==> src/pwm_out_pkg.sv <==
// Constants and carrier types for the PWM output mask, brake and polarity stage
package pwm_out_pkg;

  // ----------------------------------------------------------------
  // Register indices (byte address is four times the index)
  // ----------------------------------------------------------------
  localparam logic [7:0] IDX_POLARITY    = 8'hd6;
  localparam logic [7:0] IDX_BRAKE_DATA  = 8'hd7;
  localparam logic [7:0] IDX_CTRL_ZERO   = 8'hd8;
  localparam logic [7:0] IDX_CTRL_ONE    = 8'hdf;
  localparam logic [7:0] IDX_IRQ_STATUS  = 8'he4;
  localparam logic [7:0] IDX_IRQ_CLEAR   = 8'he5;
  localparam logic [7:0] IDX_IRQ_ENABLE  = 8'he6;
  localparam logic [7:0] IDX_MASK_ENABLE = 8'hfb;
  localparam logic [7:0] IDX_MASK_DATA   = 8'hfc;

  // ----------------------------------------------------------------
  // Field positions and reset values
  // ----------------------------------------------------------------
  localparam int         RUN_BIT         = 7;
  localparam int         PIN_ENABLE_BIT  = 3;
  localparam int         FLAG_BIT        = 7;
  localparam int         EDGE_SEL_BIT    = 6;
  localparam int         IRQ_BRAKE_BIT   = 0;
  localparam int         IRQ_RELEASE_BIT = 1;
  localparam logic [7:0] REG_RESET       = 8'h00;
  localparam logic [7:0] CHAN_FIELD_MASK = 8'h3f;
  localparam logic [1:0] IRQ_FIELD_MASK  = 2'h3;

  // ----------------------------------------------------------------
  // Counts
  // ----------------------------------------------------------------
  localparam int         DEBOUNCE_CYCLES = 8;

  // ----------------------------------------------------------------
  // Types
  // ----------------------------------------------------------------
  typedef enum logic [1:0] {
    ST_NORMAL = 2'b01,
    ST_BRAKE  = 2'b10
  } brake_state_type;

  typedef struct packed {
    logic        psel;
    logic        penable;
    logic        pwrite;
    logic [11:0] paddr;
    logic [31:0] pwdata;
  } apb_req_type;

  typedef struct packed {
    logic [31:0] prdata;
    logic        pready;
    logic        pslverr;
  } apb_rsp_type;

endpackage : pwm_out_pkg

==> src/pwm_output_stage.sv <==
// PWM output stage: channel mask, fault brake and polarity, with APB registers
//
// Notes on behaviour
// - Mask enable 0 passes generator, 1 substitutes
// - Masked channel drives its mask data level
// - Mask enable register resets to zero
// - Masked level still passes polarity inversion
// - Fault pin ignored unless pin enable set
// - Edge select: 0 falling, 1 rising
// - Brake overrides channels 0-5 only
// - Braked channel drives its brake data level
// - Brake clears the run bit
// - Brake resets the period counter
// - Brake sets flag and requests interrupt
// - Brake levels persist after flag cleared
// - Setting run bit releases the brake
// - Fault pin debounced for eight clocks
// - ADC compare event brakes like pin
// - Polarity bit 1 inverts the channel
// - Polarity register resets to zero
//
// The APB slave port was left to the implementer.
module pwm_output_stage
#(
  parameter int CHANNELS = 6
) (
  // Clock and reset
  input  wire logic                   CORE_CLK,
  input  wire logic                   RST_N,
  // APB slave
  input  wire pwm_out_pkg::apb_req_type APB_REQ,
  output      pwm_out_pkg::apb_rsp_type APB_RSP,
  // Generator side
  input  wire logic [CHANNELS-1:0]    PWM_GEN,
  input  wire logic                   ADC_CMP_EVENT,
  output      logic                   PWM_RUN,
  output      logic                   COUNTER_CLEAR,
  // Pins and interrupt
  input  wire logic                   FAULT_PIN,
  output      logic [CHANNELS-1:0]    PWM_OUT,
  output      logic                   BRAKE_IRQ
);

  import pwm_out_pkg::*;

  // ----------------------------------------------------------------
  // Declarations
  // ----------------------------------------------------------------
  logic [7:0]      polarity;
  logic [7:0]      brake_data;
  logic [7:0]      ctrl_zero;
  logic [7:0]      ctrl_one;
  logic [7:0]      mask_enable;
  logic [7:0]      mask_data;
  logic [1:0]      irq_status;
  logic [1:0]      irq_enable;
  brake_state_type state;
  logic            sync1;
  logic            sync2;
  logic [2:0]      warm;
  logic            filt;
  logic            filt_prev;
  logic [3:0]      stable_cnt;
  logic            pin_event;
  logic            brake_event;
  logic            setup;
  logic            wr;
  logic [9:0]      widx;
  logic [31:0]     rd_data;
  logic            rd_hit;
  logic            run_write;
  logic [CHANNELS-1:0] next_level;
  logic [CHANNELS-1:0] next_pins;

  // ----------------------------------------------------------------
  // APB decode
  // ----------------------------------------------------------------
  // Zero wait: data prepared in setup, pready raised in access
  assign setup = APB_REQ.psel && !APB_REQ.penable;
  assign wr    = APB_REQ.psel && APB_REQ.penable && APB_RSP.pready
                 && APB_REQ.pwrite;
  assign widx  = APB_REQ.paddr[11:2];
  assign run_write = wr && widx == {2'b00, IDX_CTRL_ZERO}
                     && APB_REQ.pwdata[RUN_BIT];

  // Read mux, unmapped indices flag an error
  always_comb begin
    rd_data = 32'h0000_0000;
    rd_hit  = 1'b1;
    case (widx)
      {2'b00, IDX_POLARITY}:    rd_data[7:0] = polarity;
      {2'b00, IDX_BRAKE_DATA}:  rd_data[7:0] = brake_data;
      {2'b00, IDX_CTRL_ZERO}:   rd_data[7:0] = ctrl_zero;
      {2'b00, IDX_CTRL_ONE}:    rd_data[7:0] = ctrl_one;
      {2'b00, IDX_IRQ_STATUS}:  rd_data[1:0] = irq_status;
      {2'b00, IDX_IRQ_CLEAR}:   rd_data[1:0] = 2'h0;
      {2'b00, IDX_IRQ_ENABLE}:  rd_data[1:0] = irq_enable;
      {2'b00, IDX_MASK_ENABLE}: rd_data[7:0] = mask_enable;
      {2'b00, IDX_MASK_DATA}:   rd_data[7:0] = mask_data;
      default:                  rd_hit = 1'b0;
    endcase
  end

  // Response flops
  always_ff @(posedge CORE_CLK or negedge RST_N) begin
    if (!RST_N) begin
      APB_RSP <= '0;
    end else begin
      APB_RSP.pready  <= setup;
      APB_RSP.pslverr <= setup && !rd_hit;
      if (setup && !APB_REQ.pwrite) begin
        APB_RSP.prdata <= rd_data;
      end
    end
  end

  // ----------------------------------------------------------------
  // Plain software registers
  // ----------------------------------------------------------------
  // Upper two bits reserved, read as zero, except in control one, which keeps all eight
  always_ff @(posedge CORE_CLK or negedge RST_N) begin
    if (!RST_N) begin
      mask_enable <= REG_RESET;
      mask_data   <= REG_RESET;
      polarity    <= REG_RESET;
      ctrl_one    <= REG_RESET;
      irq_enable  <= 2'h0;
    end else if (wr) begin
      case (widx)
        {2'b00, IDX_MASK_ENABLE}: mask_enable <= APB_REQ.pwdata[7:0] & CHAN_FIELD_MASK;
        {2'b00, IDX_MASK_DATA}:   mask_data   <= APB_REQ.pwdata[7:0] & CHAN_FIELD_MASK;
        {2'b00, IDX_POLARITY}:    polarity    <= APB_REQ.pwdata[7:0] & CHAN_FIELD_MASK;
        {2'b00, IDX_CTRL_ONE}:    ctrl_one    <= APB_REQ.pwdata[7:0];
        {2'b00, IDX_IRQ_ENABLE}:  irq_enable  <= APB_REQ.pwdata[1:0] & IRQ_FIELD_MASK;
        default: ;
      endcase
    end
  end

  // ----------------------------------------------------------------
  // Fault pin synchroniser and debounce
  // ----------------------------------------------------------------
  // Two flops before anything looks at the pin
  always_ff @(posedge CORE_CLK or negedge RST_N) begin
    if (!RST_N) begin
      sync1 <= 1'b0;
      sync2 <= 1'b0;
      warm  <= 3'h0;
    end else begin
      sync1 <= FAULT_PIN;
      sync2 <= sync1;
      warm  <= {warm[1:0], 1'b1};                        // Sets once the pair holds the pin
    end
  end

  // Level accepted only after eight equal samples; shorter glitches vanish
  always_ff @(posedge CORE_CLK or negedge RST_N) begin
    if (!RST_N) begin
      stable_cnt <= 4'h0;
      filt       <= 1'b0;
      filt_prev  <= 1'b0;
    end else begin
      filt_prev <= filt;
      if (!warm[2]) begin
        filt      <= sync2;                              // Preload so reset gives no false edge
        filt_prev <= sync2;
      end else if (sync2 == filt) begin
        stable_cnt <= 4'h0;
      end else if (stable_cnt == 4'(DEBOUNCE_CYCLES - 1)) begin
        stable_cnt <= 4'h0;
        filt       <= sync2;
      end else begin
        stable_cnt <= stable_cnt + 4'h1;
      end
    end
  end

  // Edge qualification and source merge
  assign pin_event = ctrl_one[PIN_ENABLE_BIT]
                     && (brake_data[EDGE_SEL_BIT] ? (filt && !filt_prev)
                                                  : (!filt && filt_prev));
  assign brake_event = pin_event || ADC_CMP_EVENT;

  // ----------------------------------------------------------------
  // Brake state machine
  // ----------------------------------------------------------------
  // A new fault in the release cycle wins, keeping the pins safe
  always_ff @(posedge CORE_CLK or negedge RST_N) begin
    if (!RST_N) begin
      state <= ST_NORMAL;
    end else begin
      case (state)
        ST_NORMAL: if (brake_event) state <= ST_BRAKE;
        ST_BRAKE:  if (run_write && !brake_event) state <= ST_NORMAL;
        default:   state <= ST_NORMAL;
      endcase
    end
  end

  // Control zero: run bit cleared by hardware on a brake
  always_ff @(posedge CORE_CLK or negedge RST_N) begin
    if (!RST_N) begin
      ctrl_zero <= REG_RESET;
    end else begin
      if (wr && widx == {2'b00, IDX_CTRL_ZERO}) begin
        ctrl_zero <= APB_REQ.pwdata[7:0];
      end
      if (brake_event) begin
        ctrl_zero[RUN_BIT] <= 1'b0;
      end
    end
  end

  // Brake data with flag; writing 0 clears the flag, set wins
  always_ff @(posedge CORE_CLK or negedge RST_N) begin
    if (!RST_N) begin
      brake_data <= REG_RESET;
    end else begin
      if (wr && widx == {2'b00, IDX_BRAKE_DATA}) begin
        brake_data[6:0] <= APB_REQ.pwdata[6:0];
        if (!APB_REQ.pwdata[FLAG_BIT]) begin
          brake_data[FLAG_BIT] <= 1'b0;
        end
      end
      if (brake_event) begin
        brake_data[FLAG_BIT] <= 1'b1;
      end
    end
  end

  // ----------------------------------------------------------------
  // Interrupt status, clear and request
  // ----------------------------------------------------------------
  // Write one to clear; a same-cycle event keeps its bit
  always_ff @(posedge CORE_CLK or negedge RST_N) begin
    if (!RST_N) begin
      irq_status <= 2'h0;
    end else begin
      if (wr && widx == {2'b00, IDX_IRQ_CLEAR}) begin
        irq_status <= irq_status & ~APB_REQ.pwdata[1:0];
      end
      if (brake_event) begin
        irq_status[IRQ_BRAKE_BIT] <= 1'b1;
      end
      if (state == ST_BRAKE && run_write && !brake_event) begin
        irq_status[IRQ_RELEASE_BIT] <= 1'b1;
      end
    end
  end

  // Output flops; irq lags status by one clock
  always_ff @(posedge CORE_CLK or negedge RST_N) begin
    if (!RST_N) begin
      BRAKE_IRQ     <= 1'b0;
      PWM_RUN       <= 1'b0;
      COUNTER_CLEAR <= 1'b0;
    end else begin
      BRAKE_IRQ     <= |(irq_status & irq_enable);
      PWM_RUN       <= ctrl_zero[RUN_BIT];
      COUNTER_CLEAR <= brake_event;
    end
  end

  // ----------------------------------------------------------------
  // Channel path: generator, mask, brake, polarity
  // ----------------------------------------------------------------
  // Brake beats mask; polarity last so safe levels are inverted by polarity too
  always_comb begin
    for (int i = 0; i < CHANNELS; i++) begin
      next_level[i] = mask_enable[i] ? mask_data[i] : PWM_GEN[i];
      if (state == ST_BRAKE) begin
        next_level[i] = brake_data[i];
      end
      next_pins[i] = next_level[i] ^ polarity[i];
    end
  end

  // Pin flops
  always_ff @(posedge CORE_CLK or negedge RST_N) begin
    if (!RST_N) begin
      PWM_OUT <= '0;
    end else begin
      PWM_OUT <= next_pins;
    end
  end
endmodule : pwm_output_stage

==> config.mk <==
export PLATFORM = sky130hd
export DESIGN_NAME = pwm_output_stage
export DESIGN_NICKNAME = d
export VERILOG_FILES = /design/src/pwm_out_pkg.sv /design/src/pwm_output_stage.sv
export SDC_FILE = /design/constraint.sdc
export NUM_CORES = 1
export LEC_CHECK = 0
export ABC_AREA = 0
export BUFFER_PORTS_ARGS = -buffer_cell sky130_fd_sc_hd__buf_2
export CAP_MARGIN = 20
export CELL_PAD_IN_SITES_DETAIL_PLACEMENT = 0
export CELL_PAD_IN_SITES_GLOBAL_PLACEMENT = 2
export CORE_MARGIN = 1
export CORE_UTILIZATION = 37
export CTS_CLUSTER_DIAMETER = 120
export CTS_CLUSTER_SIZE = 12
export DETAILED_ROUTE_END_ITERATION = 8
export PLACE_DENSITY_LB_ADDON = 0.1
export SYNTH_ARGS = -nofsm -noshare
export SYNTH_HDL_FRONTEND = slang
export SYNTH_SLANG_ARGS = --single-unit
==> constraint.sdc <==
create_clock -name CORE_CLK -period 4.2 [get_ports CORE_CLK]
set_input_delay 0.84 -clock CORE_CLK [delete_from_list [all_inputs] [get_ports CORE_CLK]]
set_output_delay 0.84 -clock CORE_CLK [all_outputs]
set_load 0.005 [all_outputs]
Word-level counts from Yosys, hierarchy flattened
Index checks and enable logic that the tools add are counted.
{"block": "totals", "out_inout_bits": 43, "wordCells": 123, "regBits": 78}
{"block": "op_classes", "n_addsub": 1, "eq_ne": 18, "n_reduce_logical": 37, "n_mux": 33, "bitwise_logic": 9}
{"operator": "equality test 10 x 8 -> 1 bit (second input constant)", "count": 9}
{"operator": "case mux 6 bit (6 select lines)", "count": 1}
{"operator": "two-way mux 1 bit", "count": 23}
{"operator": "logical AND 1 bit", "count": 16}
{"operator": "two-way mux 8 bit", "count": 2}
{"operator": "case mux 2 bit (8 select lines)", "count": 1}
{"operator": "AND reduction 2 bit", "count": 8}
{"operator": "OR reduction 9 bit", "count": 1}
{"operator": "two-way mux 4 bit", "count": 2}
{"operator": "nonzero test 2 bit", "count": 4}
{"operator": "logical NOT 1 bit", "count": 6}
{"operator": "two-way mux 2 bit", "count": 3}
{"operator": "!= test 2 bit (second input constant)", "count": 3}
{"operator": "bitwise XOR 1 bit", "count": 6}
{"operator": "adder 4 x 1 -> 4 bit (second input constant)", "count": 1}
{"operator": "AND 2 bit", "count": 2}
{"operator": "equality test 4 x 3 -> 1 bit (second input constant)", "count": 1}
{"operator": "!= test 2 x 1 -> 1 bit (second input constant)", "count": 2}
{"operator": "case mux 2 bit (2 select lines)", "count": 1}
{"operator": "equality test 2 x 1 -> 1 bit (second input constant)", "count": 1}
{"operator": "equality test 2 bit (second input constant)", "count": 1}
{"operator": "NOT 2 bit", "count": 1}
{"operator": "OR reduction 2 bit", "count": 1}
{"operator": "equality test 1 bit", "count": 1}
{"operator": "logical OR 1 bit", "count": 1}

Longest topological paths before layout
Gate-level depths: netlist of run 1.
{"block": "depth", "word_depth": 9, "mapped_depth": 7, "depth_no_buf": 6}

Worst setup path after synthesis of run 1
No wires, ideal clock.
{"block": "synth_path", "kind": "input -> register", "start": "in APB_REQ[37] (netlist name)", "end": "reg brake_data[0]", "arrival_ns": 2.477, "path_buffers": 1, "path_slack_ns": 1.598, "stages": 4, "required_time_ns": 4.075, "setup_time_ns": 0.125, "path_cell_list": "buf_4 or4b_2 nor4_4 mux2_2"}
{"block": "synth_between", "elab_chain_cells": 2}
{"element": "start: declaration", "line": "pwm_output_stage.sv:31", "text": "input wire pwm_out_pkg::apb_req_type APB_REQ,"}
{"element": "equality test 10 x 8 -> 1 bit", "line": "pwm_output_stage.sv:219", "text": "if (wr && widx == {2'b00, IDX_BRAKE_DATA}) begin"}
{"element": "logical AND 1 bit", "line": "pwm_output_stage.sv:219"}
{"element": "end signal: assignment", "line": "pwm_output_stage.sv:220", "text": "brake_data[6:0] <= APB_REQ.pwdata[6:0];"}
{"element": "end: declaration", "line": "pwm_output_stage.sv:50", "text": "logic [7:0] brake_data;"}
Every way passes these cells.
A chain may end at the register's enable or synchronous reset.

Worst setup path in the final report of run 1
{"block": "layout_path", "start": "in APB_REQ[37] (netlist name)", "end": "reg state[1]"}
{"block": "layout_between", "elab_chain_cells": 6}
{"element": "equality test 10 x 8 -> 1 bit", "line": "pwm_output_stage.sv:83", "text": "assign run_write = wr && widx == {2'b00, IDX_CTRL_ZERO}"}
{"element": "logical AND 1 bit", "line": "pwm_output_stage.sv:83"}
{"element": "logical AND 1 bit", "line": "pwm_output_stage.sv:84", "text": "&& APB_REQ.pwdata[RUN_BIT];"}
{"element": "logical AND 1 bit", "line": "pwm_output_stage.sv:194", "text": "ST_BRAKE: if (run_write && !brake_event) state <= ST_NORMAL;"}
{"element": "!= test 2 bit (no line)"}
{"element": "AND reduction 2 bit (no line)"}
{"element": "end signal: assignment", "line": "pwm_output_stage.sv:193", "text": "ST_NORMAL: if (brake_event) state <= ST_BRAKE;"}
{"element": "end signal: assignment", "line": "pwm_output_stage.sv:194"}
{"element": "end signal: assignment", "line": "pwm_output_stage.sv:195", "text": "default: state <= ST_NORMAL;"}
{"element": "end: declaration", "line": "pwm_output_stage.sv:57", "text": "brake_state_type state;"}
Every way passes these cells.

==> results by group, run 1 <==
Status
  – Outcome: completed

GRT
  – Grt total ovfl: 0
  – Vias in the first global route: 2440
  – Gr usage total: 0.175
  – First-pass GRT wire length: 14.1 mm
  – Largest net degree at the start of global routing: 79
  – Initial antenna violation count: 0

Synthesis
  – Most frequent cell after synthesis: dfrtp_1
  – Synthesis-stage register bit count: 78
  – Seq/Total Area, Yosys: 0.507
  – Synth area leader: dfrtp_1
  – Average size of a mapped cell: 12.0 um2
  – Post-synth top cells: dfrtp_1 (77), mux2_2 (46), buf_4 (26)
  – Post-Syn Instances: 321
  – Ys flop type: dfrtp_1
  – Cell area after synthesis: 3850 um2
  – Synth top area share: 0.500
  – Async SR Flop Fraction: 1.00
  – Synth Warn #: 0
  – Count of cell types in the netlist: 56
  – EDFF count, synth: 0
  – Ranking of synthesized cells by area: dfrtp_1 (50%), mux2_2 (13%), buf_4 (5.1%), mux2i_1 (3.4%), nor4_4 (2.2%)

Floorplanning
  – FP Rows: 36
  – Starting Density: 0.389
  – Core Region: 9910 um2
  – Die W: 104 um
  – Die outline area: 10800 um2
  – # IOs: 100
  – Die H: 104 um

Routing
  – Vias per cell: 5.10
  – DRC: 0
  – Detail Route Antenna Nets: 0
  – Initial drt markers: 116
  – Drt pass-1 iters: 4
  – Vias: 2605
  – Total Wirelength: 8.95 mm
  – Avg WL per Cell: 17.5 um

Timing
  – Worst-Margin Slew: 0.819 ns
  – Minimum clock period: 2.77 ns
  – Fin crit share: 0.658
  – Max Slew Vio Count: 0
  – Max Freq: 362 MHz
  – Final setup fails: 0
  – RSZ-0062 raised after global routing: false
  – Layout Skew: 0.0108 ns
  – Final number of hold-violating endpoints: 0
  – Post-Route Setup TNS: 0 ns
  – Slew headroom: 0.450

Worst setup path
  – Setup CP Type: in2reg
  – CP required: 4.44 ns
  – CP endpoint kind: flop
  – Slowest CP cell: or4b_4
  – CP Max Fanout: 11
  – Worst setup path start: APB_REQ[37]
  – R2r startpoint: APB_RSP[1]
  – CP cell instances: buf_2, or4b_4, nor3_4, nand2b_2, or3_4, a22o_1
  – Critical Path Source Type: primary input
  – CP peak stage delay: 0.56 ns
  – WP data arrival: 3.01 ns

Power
  – Power per standard cell area: 362 nW/um2
  – Pwr Total: 1590 uW
  – Lkg Pwr: 0.00206 uW
  – Worst VDD drop: 0.000153 V

Clock network
  – Post-CTS setup buffer count: 0
  – CTS sink count: 78
  – Clock Latency Late Sink: 0.36 ns
  – Number of buffers created by CTS: 9
  – H-Tree Depth: 3
  – Hold buffers post-CTS: 0
  – Root Buffer: clkbuf_8
  – CTS tree: done
  – CTS Buffer Depth: 2
  – Cts repair resizes: 0
  – Clk slew on worst S/H paths: 0.08 ns

Placed design
  – Hpwl dp: 6.23 mm
  – Placer Congestion: 0.718
  – Port-buffer cells: 49

Hold path
  – Hold/Removal Path Class: reg2reg
  – HP Start: warm[0]

Layout
  – Synth-to-layout area growth: 13.6%
  – Ant diodes: 0
  – Nets@finish: 432
  – Layout cells sized above 1: 0.344

Flow run
  – Maxcap violations: 0
[layout by cell type (no fill, tap or decap), types with 2 or more instances in the layout]
cell       Yosys  routed
a22o_1         4       4
a21oi_1       10      10
a22oi_1        2       2
nor2_1        21      21
nand2b_1       6       6
o21a_1         2       2
a221oi_1       5       5
a31oi_1        2       2
dfrtp_1       77      77
clkbuf_8       0      12
buf_2          2      48
nand2_1       12      12
a222oi_1       3       3
mux2_2        46      46
nand3_1        6       6
conb_1         2      25
xnor2_1        7       7
mux2i_1       13      13
nand4_1        3       3
o21ai_0        5       5
nor4b_1        2       2
o2bb2ai_1      2       2
inv_1          8       8
nor4_4         4       4
nor2b_1        3       3
o211ai_1       2       2
buf_4         26       4
nor3_1         3       3
a32oi_1        3       3
o22ai_1        2       2
or3_1          4       4
nor4_1         3       3
or2_2          3       3
[metal layers]
layer	part of all wire	global-route usage
met3	0.052	0.0370
met5	0	0
met1	0.46	0.243
met2	0.47	0.265
met4	0.017	0.0735
[stage by stage]
stage / setup slack, ns / area (um2) / instances / util / hold WS [ns]
floorplan: 1.60 / 3940 / 344 / - / 0.331
detailed placement: 1.07 / 4140 / 495 / 0.418 / 0.336
global route: 1.34 / 4370 / 511 / 0.441 / 0.358
global placement: 1.08 / 4140 / 495 / 0.418 / 0.333
finish: 1.43 / 4370 / 511 / 0.441 / 0.352
CTS: 1.43 / 4350 / 510 / 0.439 / 0.354
[cells by family (layout without fill, tap and decap cells)]
group | after synthesis | after routing | synth area share
other | 2 | 25 | 0.00195
xor gates and xnor gates | 7 | 7 | 0.0159
buffers and inverters | 42 | 76 | 0.0689
and+or+nand+nor | 82 | 82 | 0.140
AOI/OAI and AO/OA | 50 | 50 | 0.0945
muxes | 59 | 59 | 0.168
adders and majority gates | 1 | 1 | 0.00325
DFF | 78 | 78 | 0.507
[worst paths after layout]
path                                      end  slack [ns]  cells after the start
worst max register to register  brake_data[1]        1.89                      3
worst min-delay path                  warm[1]        0.35                      0
worst min register to register        warm[1]        0.35                      0
worst max-delay path                 state[1]        1.43                      6
min in group asynchronous       COUNTER_CLEAR        0.41                      1
max in group asynchronous            state[0]        3.17                      2
[flip-flops by register name, summed over array words and instances (netlist names)]
| signal | count |
|---|---|
| filt_prev | 1 |
| COUNTER_CLEAR | 1 |
| state | 2 |
| irq_status | 2 |
| irq_enable | 2 |
| warm | 3 |
| sync1 | 1 |
| stable_cnt | 4 |
| ctrl_zero | 8 |
| BRAKE_IRQ | 1 |
| mask_data | 6 |
| PWM_RUN | 1 |
| sync2 | 1 |
| APB_RSP | 10 |
| filt | 1 |
| ctrl_one | 8 |
| polarity | 6 |
| mask_enable | 6 |
| PWM_OUT | 6 |
| brake_data | 8 |
[layout make-up]
| cell class | instances | area, um2 |
|---|---|---|
| inverters | 8 | 30.0 |
| well taps | 133 | 166 |
| multi-input cells | 224 | 1720 |
| repair buffers | 53 | 298 |
| fillers | 979 | 5540 |
| flip-flops and latches | 78 | 1950 |
| clock buffers | 12 | 165 |
| clock inverters | 3 | 42.5 |
[power by group]
group	total [uW]	switching (uW)	internal, uW
combinational	183	108	75.3
clock	588	269	319
sequential	813	21.1	792
[worst max-delay path: cells and delay by family]
family                 cells  cell delay (ns)
AND/OR/NAND/NOR            4             1.70
AO/OA/AOI/OAI              1             0.24
buffers and inverters      1             0.23
(Power assumes the default switching activity.)
==> run 2, diff against run 1 <==
--- a/config.mk
+++ b/config.mk
@@ -11,7 +11,7 @@
 export CELL_PAD_IN_SITES_DETAIL_PLACEMENT = 0
 export CELL_PAD_IN_SITES_GLOBAL_PLACEMENT = 2
 export CORE_MARGIN = 1
-export CORE_UTILIZATION = 37
+export CORE_UTILIZATION = 31
 export CTS_CLUSTER_DIAMETER = 120
 export CTS_CLUSTER_SIZE = 12
 export DETAILED_ROUTE_END_ITERATION = 8
==> constraint.sdc (replaced) <==
create_clock -name CORE_CLK -period 2.5 [get_ports CORE_CLK]
set_input_delay 0.5 -clock CORE_CLK [delete_from_list [all_inputs] [get_ports CORE_CLK]]
set_output_delay 0.5 -clock CORE_CLK [all_outputs]
set_load 0.005 [all_outputs]
==> run 2 against run 1 <==
Via count is 3.0% higher. Critical endpoint is now ctrl_one[5]. Combinational power is 77% higher. Critical path type unchanged. Highest routed layer unchanged. Critical path depth stayed put.
==> results by group, run 2 (same netlist as run 1, synthesis figures left out) <==
Clock network
  – CTS Buffer Depth: 2
  – Cts repair resizes: 0
  – H-Tree Depth: 3
  – Number of buffers created by CTS: 9
  – Root Buffer: clkbuf_16
  – Clock Latency Late Sink: 0.34 ns
  – Hold buffers post-CTS: 0
  – CTS sink count: 78
  – CTS tree: done
  – Clk slew on worst S/H paths: 0.06 ns
  – Post-CTS setup buffer count: 0

Timing
  – Post-Route Setup TNS: 0 ns
  – Fin crit share: 0.807
  – Max Slew Vio Count: 0
  – Worst-Margin Slew: 0.635 ns
  – Final setup fails: 0
  – Minimum clock period: 2.02 ns
  – Layout Skew: 0.00786 ns
  – Slew headroom: 0.575
  – RSZ-0062 raised after global routing: false
  – Max Freq: 495 MHz
  – Final number of hold-violating endpoints: 0
  – Final hold slack: 0.125 ns

Power
  – Internal power: 2240 uW
  – Lkg Pwr: 0.00222 uW
  – Clock power share: 0.428
  – Sequential share of power: 0.462
  – Switch Pwr: 724 uW
  – Power per standard cell area: 631 nW/um2
  – Worst VDD drop: 0.000330 V
  – Switch share: 0.244
  – Combinational power share: 0.109

Routing
  – Vias: 2682
  – Initial drt markers: 142
  – Vias per cell: 4.70
  – Detail Route Antenna Nets: 0
  – Drt pass-1 iters: 4
  – DRC: 0
  – Avg WL per Cell: 17.0 um
  – Total Wirelength: 9.71 mm

Layout
  – Commonest cells after routing, fill and taps aside: dfrtp_1 (77), buf_2 (48), mux2_2 (46), buf_4 (26), conb_1 (25)
  – Max reg flops: 10
  – Nets@finish: 456
  – Layout cells sized above 1: 0.377
  – Most common cell after layout, fill and taps aside: dfrtp_1
  – Fillcell total: 1201
  – Largest Register: APB_RSP
  – Synth-to-layout area growth: 21.9%
  – Ant diodes: 0

Placed design
  – Hpwl dp: 7.03 mm
  – Port-buffer cells: 49
  – Placer Congestion: 0.722

GRT
  – Initial antenna violation count: 0
  – Grt total ovfl: 0
  – Vias in the first global route: 2676
  – Gr usage total: 0.167
  – Largest net degree at the start of global routing: 45
  – First-pass GRT wire length: 15.5 mm

Worst setup path
  – Crit path max-delay family: simple AND/OR/NAND/NOR gates
  – WP data arrival: 2.24 ns
  – Flop-to-flop setup slack: 0.73 ns
  – CP cell instances: buf_2, or4bb_2, buf_4, nor4_4, buf_4, mux2_2
  – CP required: 2.72 ns
  – CP Max Fanout: 5
  – CP endpoint kind: flop
  – Crit path buffers/inverters: 3
  – Crit-path most repeated cell: buf_4
  – Setup CP Type: in2reg
  – Slowest CP cell: or4bb_2
  – Critical Path Source Type: primary input
  – CP peak stage delay: 0.74 ns

Flow run
  – Maxcap violations: 0

Floorplanning
  – Starting Density: 0.319
  – Die W: 113 um
  – Die outline area: 12900 um2
  – Die H: 113 um
  – Core Region: 12100 um2
  – FP Rows: 40
  – # IOs: 100

Hold path
  – Hold/Removal Path Class: in2async

Status
  – Outcome: completed
run 2: metal layers:
metal	track usage	share of wire	wire (um)	up-vias
met4	0.0579	0.015	144	0
met1	0.236	0.49	4790	1319
met2	0.251	0.45	4360	71
met5	0	0	0	-
met3	0.0399	0.044	425	11
li1	-	-	-	1281
run 2: power groups by stage:
| stage | registers, uW | clock network [uW] | logic (uW) |
|---|---|---|---|
| floorplan | 1390 | 0 | 198 |
| global placement | 1390 | 0 | 332 |
| detailed placement | 1390 | 0 | 331 |
| CTS | 1370 | 1320 | 333 |
| global route | 1380 | 1370 | 368 |
| finish | 1370 | 1270 | 324 |
run 2: cell type report:
class | count | area (um2) | share of cell area
tap | 168 | 210 | 0.0448
sequential | 78 | 1950 | 0.416
timing repair buffer | 77 | 495 | 0.106
inverter | 8 | 30.0 | 0.00640
multi-input combinational | 224 | 1720 | 0.366
clock buffer | 12 | 236 | 0.0504
clock inverter | 4 | 48.8 | 0.0104
run 2: path summary, 6_finish.rpt:
| kind | cells after the start | startpoint | endpoint |
|---|---|---|---|
| max | 6 | APB_REQ[43] | ctrl_one[5] |
| min | 1 | RST_N | PWM_RUN |
| max reg2reg | 6 | filt | state[1] |
| min reg2reg | 0 | warm[1] | warm[2] |
| max in group asynchronous | 2 | RST_N | PWM_OUT[4] |
| min in group CORE_CLK | 1 | FAULT_PIN | sync1 |
run 2: metrics by stage:
step	setup slack (ns)	utilization	cells	cell area, um2	power (uW)
after floorplan	0.238	-	344	3940	1590
final	0.481	0.389	571	4690	2960
after global placement	0.125	0.365	555	4410	1720
after CTS	0.477	0.389	571	4690	3020
after global routing	0.410	0.389	571	4690	3120
after detailed placement	0.139	0.365	555	4410	1720
